--- src/core/tsw_pkg.sv ---
// Constants, register map and types for the touch switch output logic
package tsw_pkg;
    // ==========================================================
    // Register bus
    localparam int          ADDR_W        = 8;
    localparam int          DATA_W        = 32;
    localparam logic [7:0]  ADDR_CTRL     = 8'h00;
    localparam logic [7:0]  ADDR_TMO      = 8'h04;
    localparam logic [7:0]  ADDR_STAT     = 8'h08;
    // ==========================================================
    // Control register fields
    localparam int          CTRL_VAR_LSB  = 0;
    localparam int          CTRL_LEDOFF   = 2;
    localparam int          CTRL_LOWPWR   = 3;
    localparam int          CTRL_TMO_LSB  = 4;
    localparam logic [5:0]  CTRL_RST      = 6'h00;
    localparam logic [31:0] TMO_RST       = 32'h0000_0400;
    // ==========================================================
    // Status register fields
    localparam int          STAT_SW       = 0;
    localparam int          STAT_SEL_LSB  = 1;
    localparam int          STAT_LEDPIN   = 6;
    localparam int          STAT_TCH_LSB  = 7;
    // ==========================================================
    // Timing
    localparam int          NPAD          = 5;
    localparam longint      CLK_HZ        = 40_000_000;
    localparam longint      CLK_NS        = 25;
    localparam longint      TMO_SHORT_S   = 900;
    localparam longint      TMO_LONG_S    = 3600;
    localparam logic [39:0] TMO_SHORT_CYC = 40'(TMO_SHORT_S * CLK_HZ);
    localparam logic [39:0] TMO_LONG_CYC  = 40'(TMO_LONG_S * CLK_HZ);
    localparam longint      LP_SAMPLE_NS  = 1000;
    localparam logic [7:0]  LP_SAMPLE_CYC = 8'((LP_SAMPLE_NS + CLK_NS - 1) / CLK_NS);
    // ==========================================================
    // Types
    typedef enum logic [1:0] {
        TSW_MOMENTARY = 2'b00,
        TSW_TOGGLE    = 2'b01,
        TSW_FIVE      = 2'b10
    } tsw_variant_e;
    typedef enum logic [1:0] {
        TSW_TMO_NONE   = 2'b00,
        TSW_TMO_CUSTOM = 2'b01,
        TSW_TMO_HIGH   = 2'b10,
        TSW_TMO_OUT    = 2'b11
    } tsw_tmo_e;
    typedef enum logic {
        TSW_SEL_IDLE = 1'b0,
        TSW_SEL_LOCK = 1'b1
    } tsw_sel_e;
endpackage

--- src/core/tsw_sel_if.sv ---
// Pad selection carrier between the top and the pad arbiter
interface tsw_sel_if;
    logic [4:0] touch;
    logic       sample;
    logic [4:0] sel;
    modport owner (output touch, output sample, input sel);
    modport arb   (input touch, input sample, output sel);
endinterface

--- src/core/tsw_pad_select.sv ---
// Five-pad arbiter: reports at most one touched pad
module tsw_pad_select (
    input wire logic i_clk,
    input wire logic i_rst,
    tsw_sel_if.arb   bus
);
    tsw_pkg::tsw_sel_e state;
    logic [4:0]        sel;

    // ==========================================================
    // Lowest pad wins; it holds until released so a neighbour cannot steal it
    function automatic logic [4:0] lowest(input logic [4:0] v);
        return v & (~v + 5'h01);
    endfunction

    always_ff @(posedge i_clk or posedge i_rst) begin
        if (i_rst) begin
            state <= tsw_pkg::TSW_SEL_IDLE;
            sel   <= 5'h00;
        end else if (bus.sample) begin
            unique case (state)
                tsw_pkg::TSW_SEL_IDLE: begin
                    if (|bus.touch) begin
                        sel   <= lowest(bus.touch);
                        state <= tsw_pkg::TSW_SEL_LOCK;
                    end
                end
                tsw_pkg::TSW_SEL_LOCK: begin
                    if ((bus.touch & sel) == 5'h00) begin
                        sel   <= 5'h00;
                        state <= tsw_pkg::TSW_SEL_IDLE;
                    end
                end
            endcase
        end
    end
    assign bus.sel = sel;

    // ==========================================================
    property p_onehot;
        @(posedge i_clk) disable iff (i_rst) $onehot0(sel);
    endproperty
    a_onehot: assert property (p_onehot) else $error("More than one pad reported");
    property p_lock;
        @(posedge i_clk) disable iff (i_rst)
            (sel != 5'h00 && bus.sample && ((bus.touch & sel) != 5'h00)) |=> $stable(sel);
    endproperty
    a_lock: assert property (p_lock) else $error("Held pad lost while touched");
endmodule // tsw_pad_select

--- src/core/tsw_top.sv ---
// Touch switch output logic: momentary, toggle and five-pad variants
// ==========================================================
// Functional notes
// - Toggle: touch while off turns output on, next touch turns it off.
// - Momentary: output high exactly while touch is detected.
// - Indicator LED mirrors the switch output in toggle and momentary.
// - LED control disconnected: stop driving LED, external terminal takes over.
// - Momentary has fast and low-power sampling, fast by default.
// - Toggle default has no timeout; output stays on until touched.
// - Timeout enabled: toggle output drops after configured delay since on.
// - Timeout tied high: output drops about 15 minutes after on.
// - Timeout tied to output: output drops about one hour after on.
// - Toggle and momentary outputs are active high.
// - Five-pad variant: five sense inputs, LED of touched pad lights.
// - Five-pad variant reports at most one touched pad at a time.
// - Five-pad outputs are active low while their pad is touched.
module tsw_top #(
    parameter logic [39:0] P_TMO_SHORT_CYC = tsw_pkg::TMO_SHORT_CYC,
    parameter logic [39:0] P_TMO_LONG_CYC  = tsw_pkg::TMO_LONG_CYC
) (
    input  wire logic        I_CLK,
    input  wire logic        I_RST,
    input  wire logic [4:0]  I_TOUCH,
    input  wire logic        I_LED,
    output logic             O_LED,
    output logic             O_LED_OE,
    output logic             O_SW_OUT,
    output logic [4:0]       O_KEY_N,
    output logic [4:0]       O_PAD_LED,
    input  wire logic [7:0]  I_ADDR,
    input  wire logic [31:0] I_WDATA,
    input  wire logic        I_WR,
    input  wire logic        I_RD,
    output logic [31:0]      O_RDATA
);
    logic [5:0]               ctrl;
    logic [31:0]              tmo_reg;
    logic [4:0]               touch_sync1;
    logic [4:0]               touch_sync2;
    logic                     led_sync1;
    logic                     led_sync2;
    logic [7:0]               lp_cnt;
    logic                     smp_stb;
    logic [4:0]               touch_smp;
    logic                     touch_prev;
    logic                     rise;
    logic                     sw;
    logic                     next_sw;
    logic                     led_drv;
    logic                     led_oe;
    logic [39:0]              tmo_cnt;
    logic [39:0]              tmo_limit;
    logic                     tmo_hit;
    logic [4:0]               key_n;
    logic [4:0]               pad_led;
    logic [31:0]              rdata;
    tsw_pkg::tsw_variant_e    variant;
    tsw_pkg::tsw_tmo_e        tmo_mode;
    logic                     ctl_led_off;
    logic                     ctl_lowpwr;
    tsw_sel_if                sel_bus ();

    assign variant     = tsw_pkg::tsw_variant_e'(ctrl[tsw_pkg::CTRL_VAR_LSB +: 2]);
    assign tmo_mode    = tsw_pkg::tsw_tmo_e'(ctrl[tsw_pkg::CTRL_TMO_LSB +: 2]);
    assign ctl_led_off = ctrl[tsw_pkg::CTRL_LEDOFF];
    assign ctl_lowpwr  = ctrl[tsw_pkg::CTRL_LOWPWR];

    // ==========================================================
    // Register writes
    always_ff @(posedge I_CLK or posedge I_RST) begin
        if (I_RST) begin
            ctrl    <= tsw_pkg::CTRL_RST;
            tmo_reg <= tsw_pkg::TMO_RST;
        end else if (I_WR) begin
            if (I_ADDR == tsw_pkg::ADDR_CTRL) begin
                ctrl <= I_WDATA[5:0];
            end
            if (I_ADDR == tsw_pkg::ADDR_TMO) begin
                tmo_reg <= I_WDATA;
            end
        end
    end

    // ==========================================================
    // Register reads: data stand one cycle, unmapped reads zero
    always_ff @(posedge I_CLK or posedge I_RST) begin
        if (I_RST) begin
            rdata <= 32'h0000_0000;
        end else if (I_RD) begin
            unique case (I_ADDR)
                tsw_pkg::ADDR_CTRL: rdata <= {26'h0000000, ctrl};
                tsw_pkg::ADDR_TMO:  rdata <= tmo_reg;
                tsw_pkg::ADDR_STAT: rdata <= {20'h00000, touch_smp, led_sync2, sel_bus.sel, sw};
                default:            rdata <= 32'h0000_0000;
            endcase
        end else begin
            rdata <= 32'h0000_0000;
        end
    end
    assign O_RDATA = rdata;

    // ==========================================================
    // Pin synchronisers
    always_ff @(posedge I_CLK or posedge I_RST) begin
        if (I_RST) begin
            touch_sync1 <= 5'h00;
            touch_sync2 <= 5'h00;
            led_sync1   <= 1'b0;
            led_sync2   <= 1'b0;
        end else begin
            touch_sync1 <= I_TOUCH;
            touch_sync2 <= touch_sync1;
            led_sync1   <= I_LED;
            led_sync2   <= led_sync1;
        end
    end

    // ==========================================================
    // Sampling rate: low power trades response time for fewer samples
    always_ff @(posedge I_CLK or posedge I_RST) begin
        if (I_RST) begin
            lp_cnt <= 8'h00;
        end else if (!ctl_lowpwr || lp_cnt == tsw_pkg::LP_SAMPLE_CYC - 8'h01) begin
            lp_cnt <= 8'h00;
        end else begin
            lp_cnt <= lp_cnt + 8'h01;
        end
    end
    assign smp_stb = !ctl_lowpwr || lp_cnt == 8'h00;

    always_ff @(posedge I_CLK or posedge I_RST) begin
        if (I_RST) begin
            touch_smp  <= 5'h00;
            touch_prev <= 1'b0;
        end else begin
            if (smp_stb) begin
                touch_smp <= touch_sync2;
            end
            touch_prev <= touch_smp[0];
        end
    end
    assign rise = touch_smp[0] && !touch_prev;

    // ==========================================================
    // Timeout
    always_comb begin
        unique case (tmo_mode)
            tsw_pkg::TSW_TMO_NONE:   tmo_limit = 40'hff_ffff_ffff;
            tsw_pkg::TSW_TMO_CUSTOM: tmo_limit = {8'h00, tmo_reg};
            tsw_pkg::TSW_TMO_HIGH:   tmo_limit = P_TMO_SHORT_CYC;
            tsw_pkg::TSW_TMO_OUT:    tmo_limit = P_TMO_LONG_CYC;
        endcase
    end
    assign tmo_hit = tmo_mode != tsw_pkg::TSW_TMO_NONE && tmo_cnt >= tmo_limit;

    always_ff @(posedge I_CLK or posedge I_RST) begin
        if (I_RST) begin
            tmo_cnt <= 40'h00_0000_0000;
        end else if (!sw || tmo_mode == tsw_pkg::TSW_TMO_NONE) begin
            tmo_cnt <= 40'h00_0000_0000;
        end else if (!tmo_hit) begin
            tmo_cnt <= tmo_cnt + 40'h00_0000_0001;
        end
    end

    // ==========================================================
    // Switch state
    always_comb begin
        unique case (variant)
            tsw_pkg::TSW_TOGGLE: begin
                if (rise) begin
                    next_sw = !sw;
                end else if (sw && tmo_hit) begin
                    next_sw = 1'b0;
                end else begin
                    next_sw = sw;
                end
            end
            tsw_pkg::TSW_FIVE: next_sw = 1'b0;
            default:           next_sw = touch_smp[0];
        endcase
    end

    always_ff @(posedge I_CLK or posedge I_RST) begin
        if (I_RST) begin
            sw      <= 1'b0;
            led_drv <= 1'b0;
            led_oe  <= 1'b0;
        end else begin
            sw      <= next_sw;
            led_drv <= next_sw;
            led_oe  <= !ctl_led_off && variant != tsw_pkg::TSW_FIVE;
        end
    end
    assign O_SW_OUT = sw;
    assign O_LED    = led_drv;
    assign O_LED_OE = led_oe;

    // ==========================================================
    // Five-pad variant
    assign sel_bus.touch  = touch_smp;
    assign sel_bus.sample = smp_stb;

    tsw_pad_select u_sel (
        .i_clk (I_CLK),
        .i_rst (I_RST),
        .bus   (sel_bus.arb)
    );

    always_ff @(posedge I_CLK or posedge I_RST) begin
        if (I_RST) begin
            key_n   <= 5'h1f;
            pad_led <= 5'h00;
        end else if (variant == tsw_pkg::TSW_FIVE) begin
            key_n   <= ~sel_bus.sel;
            pad_led <= sel_bus.sel;
        end else begin
            key_n   <= 5'h1f;
            pad_led <= 5'h00;
        end
    end
    assign O_KEY_N   = key_n;
    assign O_PAD_LED = pad_led;

    // ==========================================================
    // Assertions
    property p_tog_on;
        @(posedge I_CLK) disable iff (I_RST)
            (variant == tsw_pkg::TSW_TOGGLE && rise && !sw) |=> O_SW_OUT;
    endproperty
    a_tog_on: assert property (p_tog_on) else $error("Toggle did not turn on");
    property p_tog_off;
        @(posedge I_CLK) disable iff (I_RST)
            (variant == tsw_pkg::TSW_TOGGLE && rise && sw) |=> !O_SW_OUT;
    endproperty
    a_tog_off: assert property (p_tog_off) else $error("Toggle did not turn off");
    property p_mom;
        @(posedge I_CLK) disable iff (I_RST)
            (variant == tsw_pkg::TSW_MOMENTARY) |=> O_SW_OUT == $past(touch_smp[0]);
    endproperty
    a_mom: assert property (p_mom) else $error("Momentary output not following touch");
    property p_led;
        @(posedge I_CLK) disable iff (I_RST) O_LED == O_SW_OUT;
    endproperty
    a_led: assert property (p_led) else $error("LED does not mirror output");
    property p_led_off;
        @(posedge I_CLK) disable iff (I_RST) ctl_led_off |=> !O_LED_OE;
    endproperty
    a_led_off: assert property (p_led_off) else $error("LED driven while disconnected");
    property p_lp;
        @(posedge I_CLK) disable iff (I_RST)
            (ctl_lowpwr && $past(ctl_lowpwr) && smp_stb) |=> !smp_stb;
    endproperty
    a_lp: assert property (p_lp) else $error("Low-power sampling too frequent");
    property p_fast;
        @(posedge I_CLK) disable iff (I_RST) !ctl_lowpwr |-> smp_stb;
    endproperty
    a_fast: assert property (p_fast) else $error("Fast mode skipped a sample");
    property p_hold;
        @(posedge I_CLK) disable iff (I_RST)
            (variant == tsw_pkg::TSW_TOGGLE && tmo_mode == tsw_pkg::TSW_TMO_NONE && sw && !rise)
            |=> O_SW_OUT;
    endproperty
    a_hold: assert property (p_hold) else $error("Output dropped without touch");
    property p_tmo;
        @(posedge I_CLK) disable iff (I_RST)
            (variant == tsw_pkg::TSW_TOGGLE && sw && tmo_hit && !rise) |=> !O_SW_OUT;
    endproperty
    a_tmo: assert property (p_tmo) else $error("Timeout did not drop output");
    property p_short;
        @(posedge I_CLK) disable iff (I_RST)
            (tmo_mode == tsw_pkg::TSW_TMO_HIGH && sw && tmo_cnt < P_TMO_SHORT_CYC) |-> !tmo_hit;
    endproperty
    a_short: assert property (p_short) else $error("Short timeout fired early");
    property p_long;
        @(posedge I_CLK) disable iff (I_RST)
            (tmo_mode == tsw_pkg::TSW_TMO_OUT && sw && tmo_cnt == P_TMO_LONG_CYC) |-> tmo_hit;
    endproperty
    a_long: assert property (p_long) else $error("Long timeout did not fire");
    property p_pad;
        @(posedge I_CLK) disable iff (I_RST)
            (variant == tsw_pkg::TSW_FIVE) |=> O_PAD_LED == $past(sel_bus.sel);
    endproperty
    a_pad: assert property (p_pad) else $error("Pad LED not on selected pad");
    property p_keyn;
        @(posedge I_CLK) disable iff (I_RST) O_KEY_N == ~O_PAD_LED;
    endproperty
    a_keyn: assert property (p_keyn) else $error("Pad output not active low");
    property p_once;
        @(posedge I_CLK) disable iff (I_RST)
            (variant == tsw_pkg::TSW_TOGGLE && touch_smp[0] && touch_prev && !tmo_hit)
            |=> $stable(O_SW_OUT);
    endproperty
    a_once: assert property (p_once) else $error("Sustained touch toggled again");

    c_toggle: cover property (@(posedge I_CLK) disable iff (I_RST)
        variant == tsw_pkg::TSW_TOGGLE && rise && !sw ##1 O_SW_OUT);
    c_timeout: cover property (@(posedge I_CLK) disable iff (I_RST)
        sw && tmo_hit && !rise ##1 !O_SW_OUT);
    c_five: cover property (@(posedge I_CLK) disable iff (I_RST)
        variant == tsw_pkg::TSW_FIVE && O_KEY_N != 5'h1f);
    c_lowpwr: cover property (@(posedge I_CLK) disable iff (I_RST)
        ctl_lowpwr && smp_stb && touch_smp[0]);
endmodule // tsw_top

--- config.mk ---
export PLATFORM = sky130hd
export DESIGN_NAME = tsw_top
export DESIGN_NICKNAME = d
export VERILOG_FILES = /design/src/core/tsw_pkg.sv /design/src/core/tsw_sel_if.sv /design/src/core/tsw_pad_select.sv /design/src/core/tsw_top.sv
export SDC_FILE = /design/constraint.sdc
export NUM_CORES = 1
export LEC_CHECK = 0
export ABC_AREA = 1
export BUFFER_PORTS_ARGS = -buffer_cell sky130_fd_sc_hd__buf_2
export CORE_UTILIZATION = 50
export DETAILED_ROUTE_END_ITERATION = 12
export PLACE_DENSITY = 0.7
export SYNTH_ARGS = -nofsm -noshare
export SYNTH_HDL_FRONTEND = slang
export SYNTH_SLANG_ARGS = --single-unit
--- constraint.sdc ---
create_clock -name I_CLK -period 5.7 [get_ports I_CLK]
set_input_delay 0.285 -clock I_CLK [delete_from_list [all_inputs] [get_ports I_CLK]]
set_output_delay 0.285 -clock I_CLK [all_outputs]
set_load 0.005 [all_outputs]
==> results of run 1 <==
## per-stage QoR
stage                     utilization, %  worst slack, ns
final                               59.6             1.59
after floorplan                        -             1.28
after CTS                           59.6             1.61
after detailed placement            55.5             1.65
after global placement              55.5             1.82
after global routing                59.6             1.08
## worst max-delay path, delay by kind of cell, from the launching register on
family / cells / cell delay, ns
AOI/OAI and AO/OA: 4 / 0.87
adders and majority gates: 2 / 0.69
buffers and inverters: 3 / 0.97
DFF: 1 / 0.44
and+or+nand+nor: 7 / 0.99
## area by class of cell
class,instances,area (µm²),share of cell area (%)
Inverter,121,460,4.81
Timing Repair Buffer,102,546,5.70
Multi-Input combinational cell,715,3840,40.1
Sequential cell,154,3860,40.3
Clock inverter,15,175,1.83
Clock buffer,17,425,4.44
Tap cell,216,270,2.82
## report_power, final
group          switching [mW]  internal [mW]  leakage (nW)  total [mW]
registers              0.0243           1.13          1.96        1.15
clock network           0.525          0.627         0.282        1.15
logic                   0.115         0.0585          2.85       0.173
## synth_stat cells, types with 2 or more instances
| cell type | n | area share (%) |
|---|---|---|
| buf_1 | 4 | 0.18 |
| nand2_4 | 2 | 0.27 |
| xor2_1 | 37 | 3.9 |
| o21ai_0 | 34 | 2.1 |
| xnor2_1 | 2 | 0.21 |
| nand3b_1 | 33 | 3.0 |
| nor3_1 | 20 | 1.2 |
| a31oi_1 | 2 | 0.15 |
| dfrtp_1 | 148 | 45 |
| o21ai_1 | 8 | 0.48 |
| nor3_4 | 2 | 0.39 |
| nand2_1 | 261 | 12 |
| dfstp_2 | 6 | 1.9 |
| inv_1 | 120 | 5.4 |
| buf_6 | 4 | 0.54 |
| nand3_1 | 22 | 1.3 |
| o211ai_1 | 6 | 0.54 |
| nor2_2 | 2 | 0.15 |
| a21oi_1 | 58 | 3.5 |
| nor2_1 | 136 | 6.2 |
| nand4_1 | 11 | 0.83 |
| and3_1 | 2 | 0.15 |
| ha_1 | 51 | 7.7 |
| buf_2 | 10 | 0.60 |
| o21a_1 | 2 | 0.18 |
| a21o_1 | 3 | 0.27 |
| o22ai_1 | 9 | 0.68 |
| clkbuf_1 | 7 | 0.32 |
| nand3_2 | 2 | 0.24 |
## cells by family after synthesis
| logic type | Yosys count |
|---|---|
| XOR/XNOR | 39 |
| AND/OR/NAND/NOR | 499 |
| adder cells (fa/ha/maj) | 51 |
| multiplexers | 1 |
| flip-flops | 154 |
| buffers and inverters | 147 |
| AO/OA/AOI/OAI | 125 |
## final timing paths
kind | endpoint | slack, ns | depth (start not counted)
max | tmo_cnt[16]$_DFFE_PP0P_ | 1.59 | 16
min | tmo_cnt[39]$_DFFE_PP0P_ | 0.03 | 2
max reg2reg | tmo_cnt[16]$_DFFE_PP0P_ | 1.59 | 16
min reg2reg | touch_sync2[4]$_DFF_PP0_ | 0.35 | 0
max in group asynchronous | led_sync2$_DFF_PP0_ | 4.44 | 3
min in group I_CLK | tmo_reg[6]$_DFFE_PP0P_ | 0.09 | 2
## per-layer routing
layer | vias to the layer above | GRT usage, % | wire (µm)
met1 | 3276 | 33.2 | 9160
met2 | 142 | 41.4 | 9830
met3 | 20 | 4.76 | 731
met4 | 0 | 7.78 | 393
met5 | - | 0 | 0
li1 | 3429 | - | -
## timing repair
item / CTS / global route
setup endpoints to repair: 0 / 0
hold buffers: 6 / 0
gates resized for setup: 0 / 0
endpoints found under the hold margin: 6 / 0
==> run metrics, run 1 <==
cell mode on critical path=nand2_1; CTS clock-pin slew for the worst setup and hold paths=around 0.070 ns; TritonCTS clock tree=done; fin crit period=between 4 and 5 ns; CP endpoint kind=flip-flop; clock tree buffer depth=2; fraction of layout cells with a size suffix above 1=a little over an eighth; Max Freq=243 MHz; most frequent cells in the layout=nand2_1 (261), dfrtp_1 (148), nor2_1 (135); Distinct cells, synth=41; largest net degree at the start of global routing=about 110; total number of vias=6867; post-DR vias/cell=slightly above 5; Core Region=16100 µm²; critical path arrival=approximately 4.4 ns; sequential element share of the synthesized area=about 47%; critical path required time=between 6 and 7 ns; XOR/XNOR share of the synthesized area=4.12%; Die Ht=131 µm; Least-Margin Pin Slew=around 1.1 ns; Power Dens Cells=around 260 nW/µm²; Final Slew Violations=0; nets@finish=between 1k and 1.5k; Post-Synthesis Cells=1016; Detail Route Antenna Nets=0; GRT Resource Usage Total=~25%; IO buf count=94; worst r2r src=ctrl[5]$_DFFE_PP0P_; Post-Synth Adder-Cell Area=about 7.7%; # placed instances=between 1k and 1.5k; area share of and/or/nand/nor cells after synthesis=26.1%; antenna fix cells=0; slowest CP cell=clkinv_2; drt pass-1 iters=5; clock latency at the later pin of the worst-skew pair=~0.43 ns; most common flop cell mapped by yosys=dfrtp_1; RSZ-0062 raised after global routing=no; Residual DRC=0; Placed Area=between 8000 and 9000 µm²; post-synthesis compound-gate area fraction=approximately 8%; largest family of logic cells by synthesized area=simple AND/OR/NAND/NOR gates; total CTS buffers=17; Max-cap violations=0; Post-Layout Cell Count=roughly 1.3k; max reg flops=40; DP Wirelength=approximately 15 mm; CP Launch Type=flip-flop; critical-path maximum fanout=43; first-pass GRT wire length=32.5 mm; H-Tree Depth=4; Area growth syn-to-layout=15.4%; Setup Buffers After CTS=0; DRT iter0 DRCs=between 400 and 500; Final period util=between 70% and 80%; Synth Warn #=0; register bit total from synthesis=154; total grt overflow=0; commonest non-fill, non-tap cell in the layout=nand2_1; Die W=131 µm; CP Cell Sequence=inv_1 -> ha_1 -> inv_1 -> o21ai_1 -> o21ai_0 -> ha_1 -> a21oi_1 -> nand2_1 -> nand2_1 -> nand2_1 -> a21oi_1 -> nand4_2 -> nand2_4 -> clkinv_2 -> nand2_1 -> nand2_1; WL per Instance=~15 µm; initial antenna violation count=0; mux cell area share after synthesis=less than 1%; Crit Path Category=reg -> reg; Mapped Nets=roughly 1.1k; Min-Delay Path Class=in -> async; die area=~17000 µm²; number of placement rows=46; Critical path origin=ctrl[5]$_DFFE_PP0P_; vias in the first global route=between 6k and 7k; Routed WL=20.1 mm; root buf cell=clkbuf_16; final instance area=~9600 µm²; I/O pin count=95; Setup TNS Final=0 ns; status=finished clean; Min Hold Slack=between 0.02 and 0.03 ns; leakage power=between 5 and 6 nW; Final Power=approximately 2.5 mW; Mapped Area=8300 µm²; Avg Inst Size Synth=8.17 µm²; Worst slew margin=27.6%; initial core utilization=51.7%; Filler cells=1390; Fin. Hold Viols=0; Final Skew=~0.012 ns; Final setup viols=0; peak supply drop=between 0.2 and 0.25 mV; Final GP Congestion=0.955; CP max stage delay=approximately 0.59 ns; Post-synth EDFFs=0; clock tree sinks=around 150; fraction of registers with async set/reset=100%
No activity file was read; power rests on OpenSTA's default activity.
==> inputs of run 2 (changes only) <==
--- a/config.mk
+++ b/config.mk
@@ -5,11 +5,11 @@
 export SDC_FILE = /design/constraint.sdc
 export NUM_CORES = 1
 export LEC_CHECK = 0
-export ABC_AREA = 1
+export ABC_AREA = 0
 export BUFFER_PORTS_ARGS = -buffer_cell sky130_fd_sc_hd__buf_2
 export CORE_UTILIZATION = 50
 export DETAILED_ROUTE_END_ITERATION = 12
-export PLACE_DENSITY = 0.7
+export PLACE_DENSITY = 0.73
 export SYNTH_ARGS = -nofsm -noshare
 export SYNTH_HDL_FRONTEND = slang
 export SYNTH_SLANG_ARGS = --single-unit
==> constraint.sdc (replaced) <==
create_clock -name I_CLK -period 3.7 [get_ports I_CLK]
set_input_delay 0.185 -clock I_CLK [delete_from_list [all_inputs] [get_ports I_CLK]]
set_output_delay 0.185 -clock I_CLK [all_outputs]
set_load 0.005 [all_outputs]
==> run 2 against run 1 <==
Against the previous run: the flow now finishes with violations (negative hold slack); combinational power is 82% higher; via count is 7.7% lower; critical path depth is 3 lower; register-to-register slack worse by 1.6 ns; routed wire length is 4.3% lower; clock power is 58% higher; non-clock buffer count is 54 higher; design area is 1.4% lower; critical endpoint is now tmo_cnt[20]$_DFFE_PP0P_; highest routed layer unchanged.
==> run metrics, run 2 <==
Min-Delay Path Class=in -> async; Placed Area=8270 µm² (-7.3%); H-Tree Depth=4 (unchanged); worst reg2reg endpoint=tmo_cnt[20]$_DFFE_PP0P_; Min Hold Slack=-0.0201 ns (-0.0468 ns); TritonCTS clock tree=done; grt peak-use layer=met2; Max-cap violations=0 (unchanged); Detail Route Antenna Nets=0 (unchanged); Mapped Nets=813 (-27%); area share of and/or/nand/nor cells after synthesis=15.4% (-11 points); CP endpoint kind=flip-flop; peak supply drop=0.313 mV (+42%); fraction of layout cells with a size suffix above 1=28.1% (+15 points); initial core utilization=51.4% (-0.24 points); Mapped Area=7480 µm² (-9.9%); total number of vias=6340 (-7.7%); XOR/XNOR share of the synthesized area=0.820% (-3.3 points); Multi-input gate area=3480 µm² (-9.3%); Fin. Hold Viols=2 (+2); largest net degree at the start of global routing=155 (+40%); final instance area=9440 µm² (-1.4%); status=finished, violations left; Final period util=99.0% (+27 points); die area=15400 µm² (-9.8%); DRT iter0 DRCs=597 (+26%); total grt overflow=0 (unchanged); count leader, synth=dfrtp_1; clock tree sinks=154 (unchanged); Final Slew Violations=0 (unchanged); commonest non-fill, non-tap cell in the layout=dfrtp_1; Post-synth EDFFs=0 (unchanged); most common flop cell mapped by yosys=dfrtp_1; clock latency at the later pin of the worst-skew pair=0.43 ns (about the same); Final setup viols=0 (unchanged); Area growth syn-to-layout=26.3%; register bit total from synthesis=154 (unchanged); mux cell area share after synthesis=6.31% (+6.2 points); fin crit period=3.66 ns (-0.442 ns); Die Ht=124 µm (-5.0%); number of placement rows=44 (-4.3%); Post-Synth Adder-Cell Area=8.54% (+0.85 points); failing checks=negative hold slack; most frequent cells in the layout=dfrtp_1 (147), buf_2 (94), a21oi_1 (66); met3 Track Usage GR=4.30% (-0.47 points); Distinct cells, synth=45 (+9.8%); drt pass-1 iters=8 (+3); leakage power=4.51 nW (-11%); share of the synthesized area in the top cell type=49.5% (+4.9 points); antenna fix cells=0 (unchanged); R2R depth=13 (-3); critical path required time=4.06 ns (-1.95 ns); Filler cells=1069 (-23%); Worst slew margin=38.1% (+11 points); # placed instances=981 (-25%); RSZ-0062 raised after global routing=yes; CP Launch Type=flip-flop; root buf cell=clkbuf_16; sequential element share of the synthesized area=51.6% (+5.1 points); Avg Inst Size Synth=10.5 µm² (+29%); vias in the first global route=6346 (-1.7%); Core Region=14500 µm² (-9.5%); total CTS buffers=17 (unchanged); Post-Layout Cell Count=1048 (-22%); fraction of registers with async set/reset=100% (unchanged); nets@finish=952 (-21%); critical path arrival=4.02 ns (-0.40 ns); met1 Use GR=31.8% (-1.4 points); post-synthesis compound-gate area fraction=13.6% (+5.4 points); max reg flops=40 (unchanged); clock tree buffer depth=2 (unchanged); Die W=124 µm (-5.0%); largest family of logic cells by synthesized area=simple AND/OR/NAND/NOR gates; Area contributors post-synth=dfrtp_1 (50%), ha_1 (8.5%), mux2_2 (6.2%); Routed WL=19.2 mm (-4.3%); Final Skew=0.00562 ns (-0.00590 ns); register area=3860 µm² (about the same); leading area contributor after synthesis=dfrtp_1; Power Dens Cells=416 nW/µm² (+61%); Final GP Congestion=0.893 (-6.6%); most instantiated cells after synthesis=dfrtp_1 (148), a21oi_1 (77), ha_1 (51); Final Power=3.93 mW (+59%); critical-path maximum fanout=13 (-70%); Synth Warn #=0 (unchanged); Post-Synthesis Cells=712 (-30%); Residual DRC=0 (unchanged); worst r2r src=ctrl[5]$_DFFE_PP0P_; I/O pin count=95 (unchanged); GRT Resource Usage Total=24.8% (-0.25 points); post-DR vias/cell=6.05 (+18%); first-pass GRT wire length=30.8 mm (-5.3%); IO buf count=94 (unchanged); GRT met2 Usage=41.0% (-0.38 points); R2R setup slack=0.04 ns (-1.56 ns); Least-Margin Pin Slew=0.920 ns (-0.152 ns); Crit Path Category=reg -> reg; CTS clock-pin slew for the worst setup and hold paths=0.06 ns (about the same); initial antenna violation count=0 (unchanged); WL per Instance=18.4 µm (+22%); DP Wirelength=12.5 mm (-15%); Max Freq=273 MHz (+12%)
## run 2: cell types whose count changed after synthesis, sizes merged, moves of 13 or more
cell and change:
mux2 +40, a21oi +19, and3 +25, clkbuf +23
inv -87, nand3b -32, or3 +28, nor3 -19
buf -13, nor2 -105, nand2 -225, xor2 -34
## run 2: area by class of cell
| class | count | area share, % |
|---|---|---|
| well taps | 184 | 2.44 |
| repair buffers | 156 | 11.8 |
| inverters | 33 | 1.35 |
| clock inverters | 11 | 1.68 |
| multi-input cells | 489 | 36.9 |
| clock buffers | 21 | 4.88 |
| flip-flops and latches | 154 | 40.9 |
## run 2: worst max path at each step
stage | cells past startpoint | startpoint | end | slack [ns]
final | 13 | ctrl[5]$_DFFE_PP0P_ | tmo_cnt[20]$_DFFE_PP0P_ | 0.04
after floorplan | 16 | ctrl[5]$_DFFE_PP0P_ | tmo_cnt[39]$_DFFE_PP0P_ | 0.05
after global placement | 13 | ctrl[5]$_DFFE_PP0P_ | tmo_cnt[39]$_DFFE_PP0P_ | 0.11
after CTS | 13 | ctrl[4]$_DFFE_PP0P_ | tmo_cnt[11]$_DFFE_PP0P_ | 0.01
after detailed placement | 14 | ctrl[4]$_DFFE_PP0P_ | tmo_cnt[27]$_DFFE_PP0P_ | -0.09
after global routing | 12 | ctrl[4]$_DFFE_PP0P_ | tmo_cnt[34]$_DFFE_PP0P_ | -0.09
## run 2: metrics by stage
step	setup slack, ns	TNS, ns	hold WS, ns	util, %
after floorplan	0.0487	0	0.216	-
after global routing	-0.0940	-1.20	0.00104	65.0
after detailed placement	-0.0885	-0.950	0.294	56.9
final	0.0355	0	-0.0201	65.0
after global placement	0.109	0	0.292	56.9
after CTS	0.0102	0	0.00112	63.2
## run 2: routing by layer
metal | up-vias | share of wire [%]
li1 | 2888 | -
met2 | 234 | 50
met5 | - | 0
met3 | 58 | 5.0
met1 | 3160 | 42
met4 | 0 | 3.2
## run 2: power by group
part,internal [mW],switching (mW),leakage [nW]
Clock,1.11,0.713,0.299
Sequential,1.74,0.0561,2.07
Combinational,0.137,0.179,2.14
## run 2: timing repair
action | 4_1_cts | 5_1_grt
pin swaps | 0 | 20
hold endpoints to repair | 25 | 0
endpoints found under the setup margin | 23 | 38
hold buffers | 25 | 0
gates cloned | 0 | 3
setup buffers | 1 | 6
gates resized for setup | 9 | 35
## run 2: logic make-up after synthesis
kind of cell,count (synthesis)
AOI/OAI and AO/OA,174
xor gates and xnor gates,7
adders and majority gates,51
buffers and inverters,69
DFF,154
muxes,42
and+or+nand+nor,215
## run 2: worst max-delay path, cell delays in order, from the launching register on
cell and delay (ns):
dfrtp_2 0.42, inv_2 0.09, ha_4 0.18, or3_4 0.39
a21oi_2 0.13, ha_1 0.27, a41oi_2 0.18, o21ai_1 0.08
a221o_1 0.32, o31a_1 0.30, or3_4 0.39, buf_12 0.17
or4_1 0.52, a21oi_2 0.16
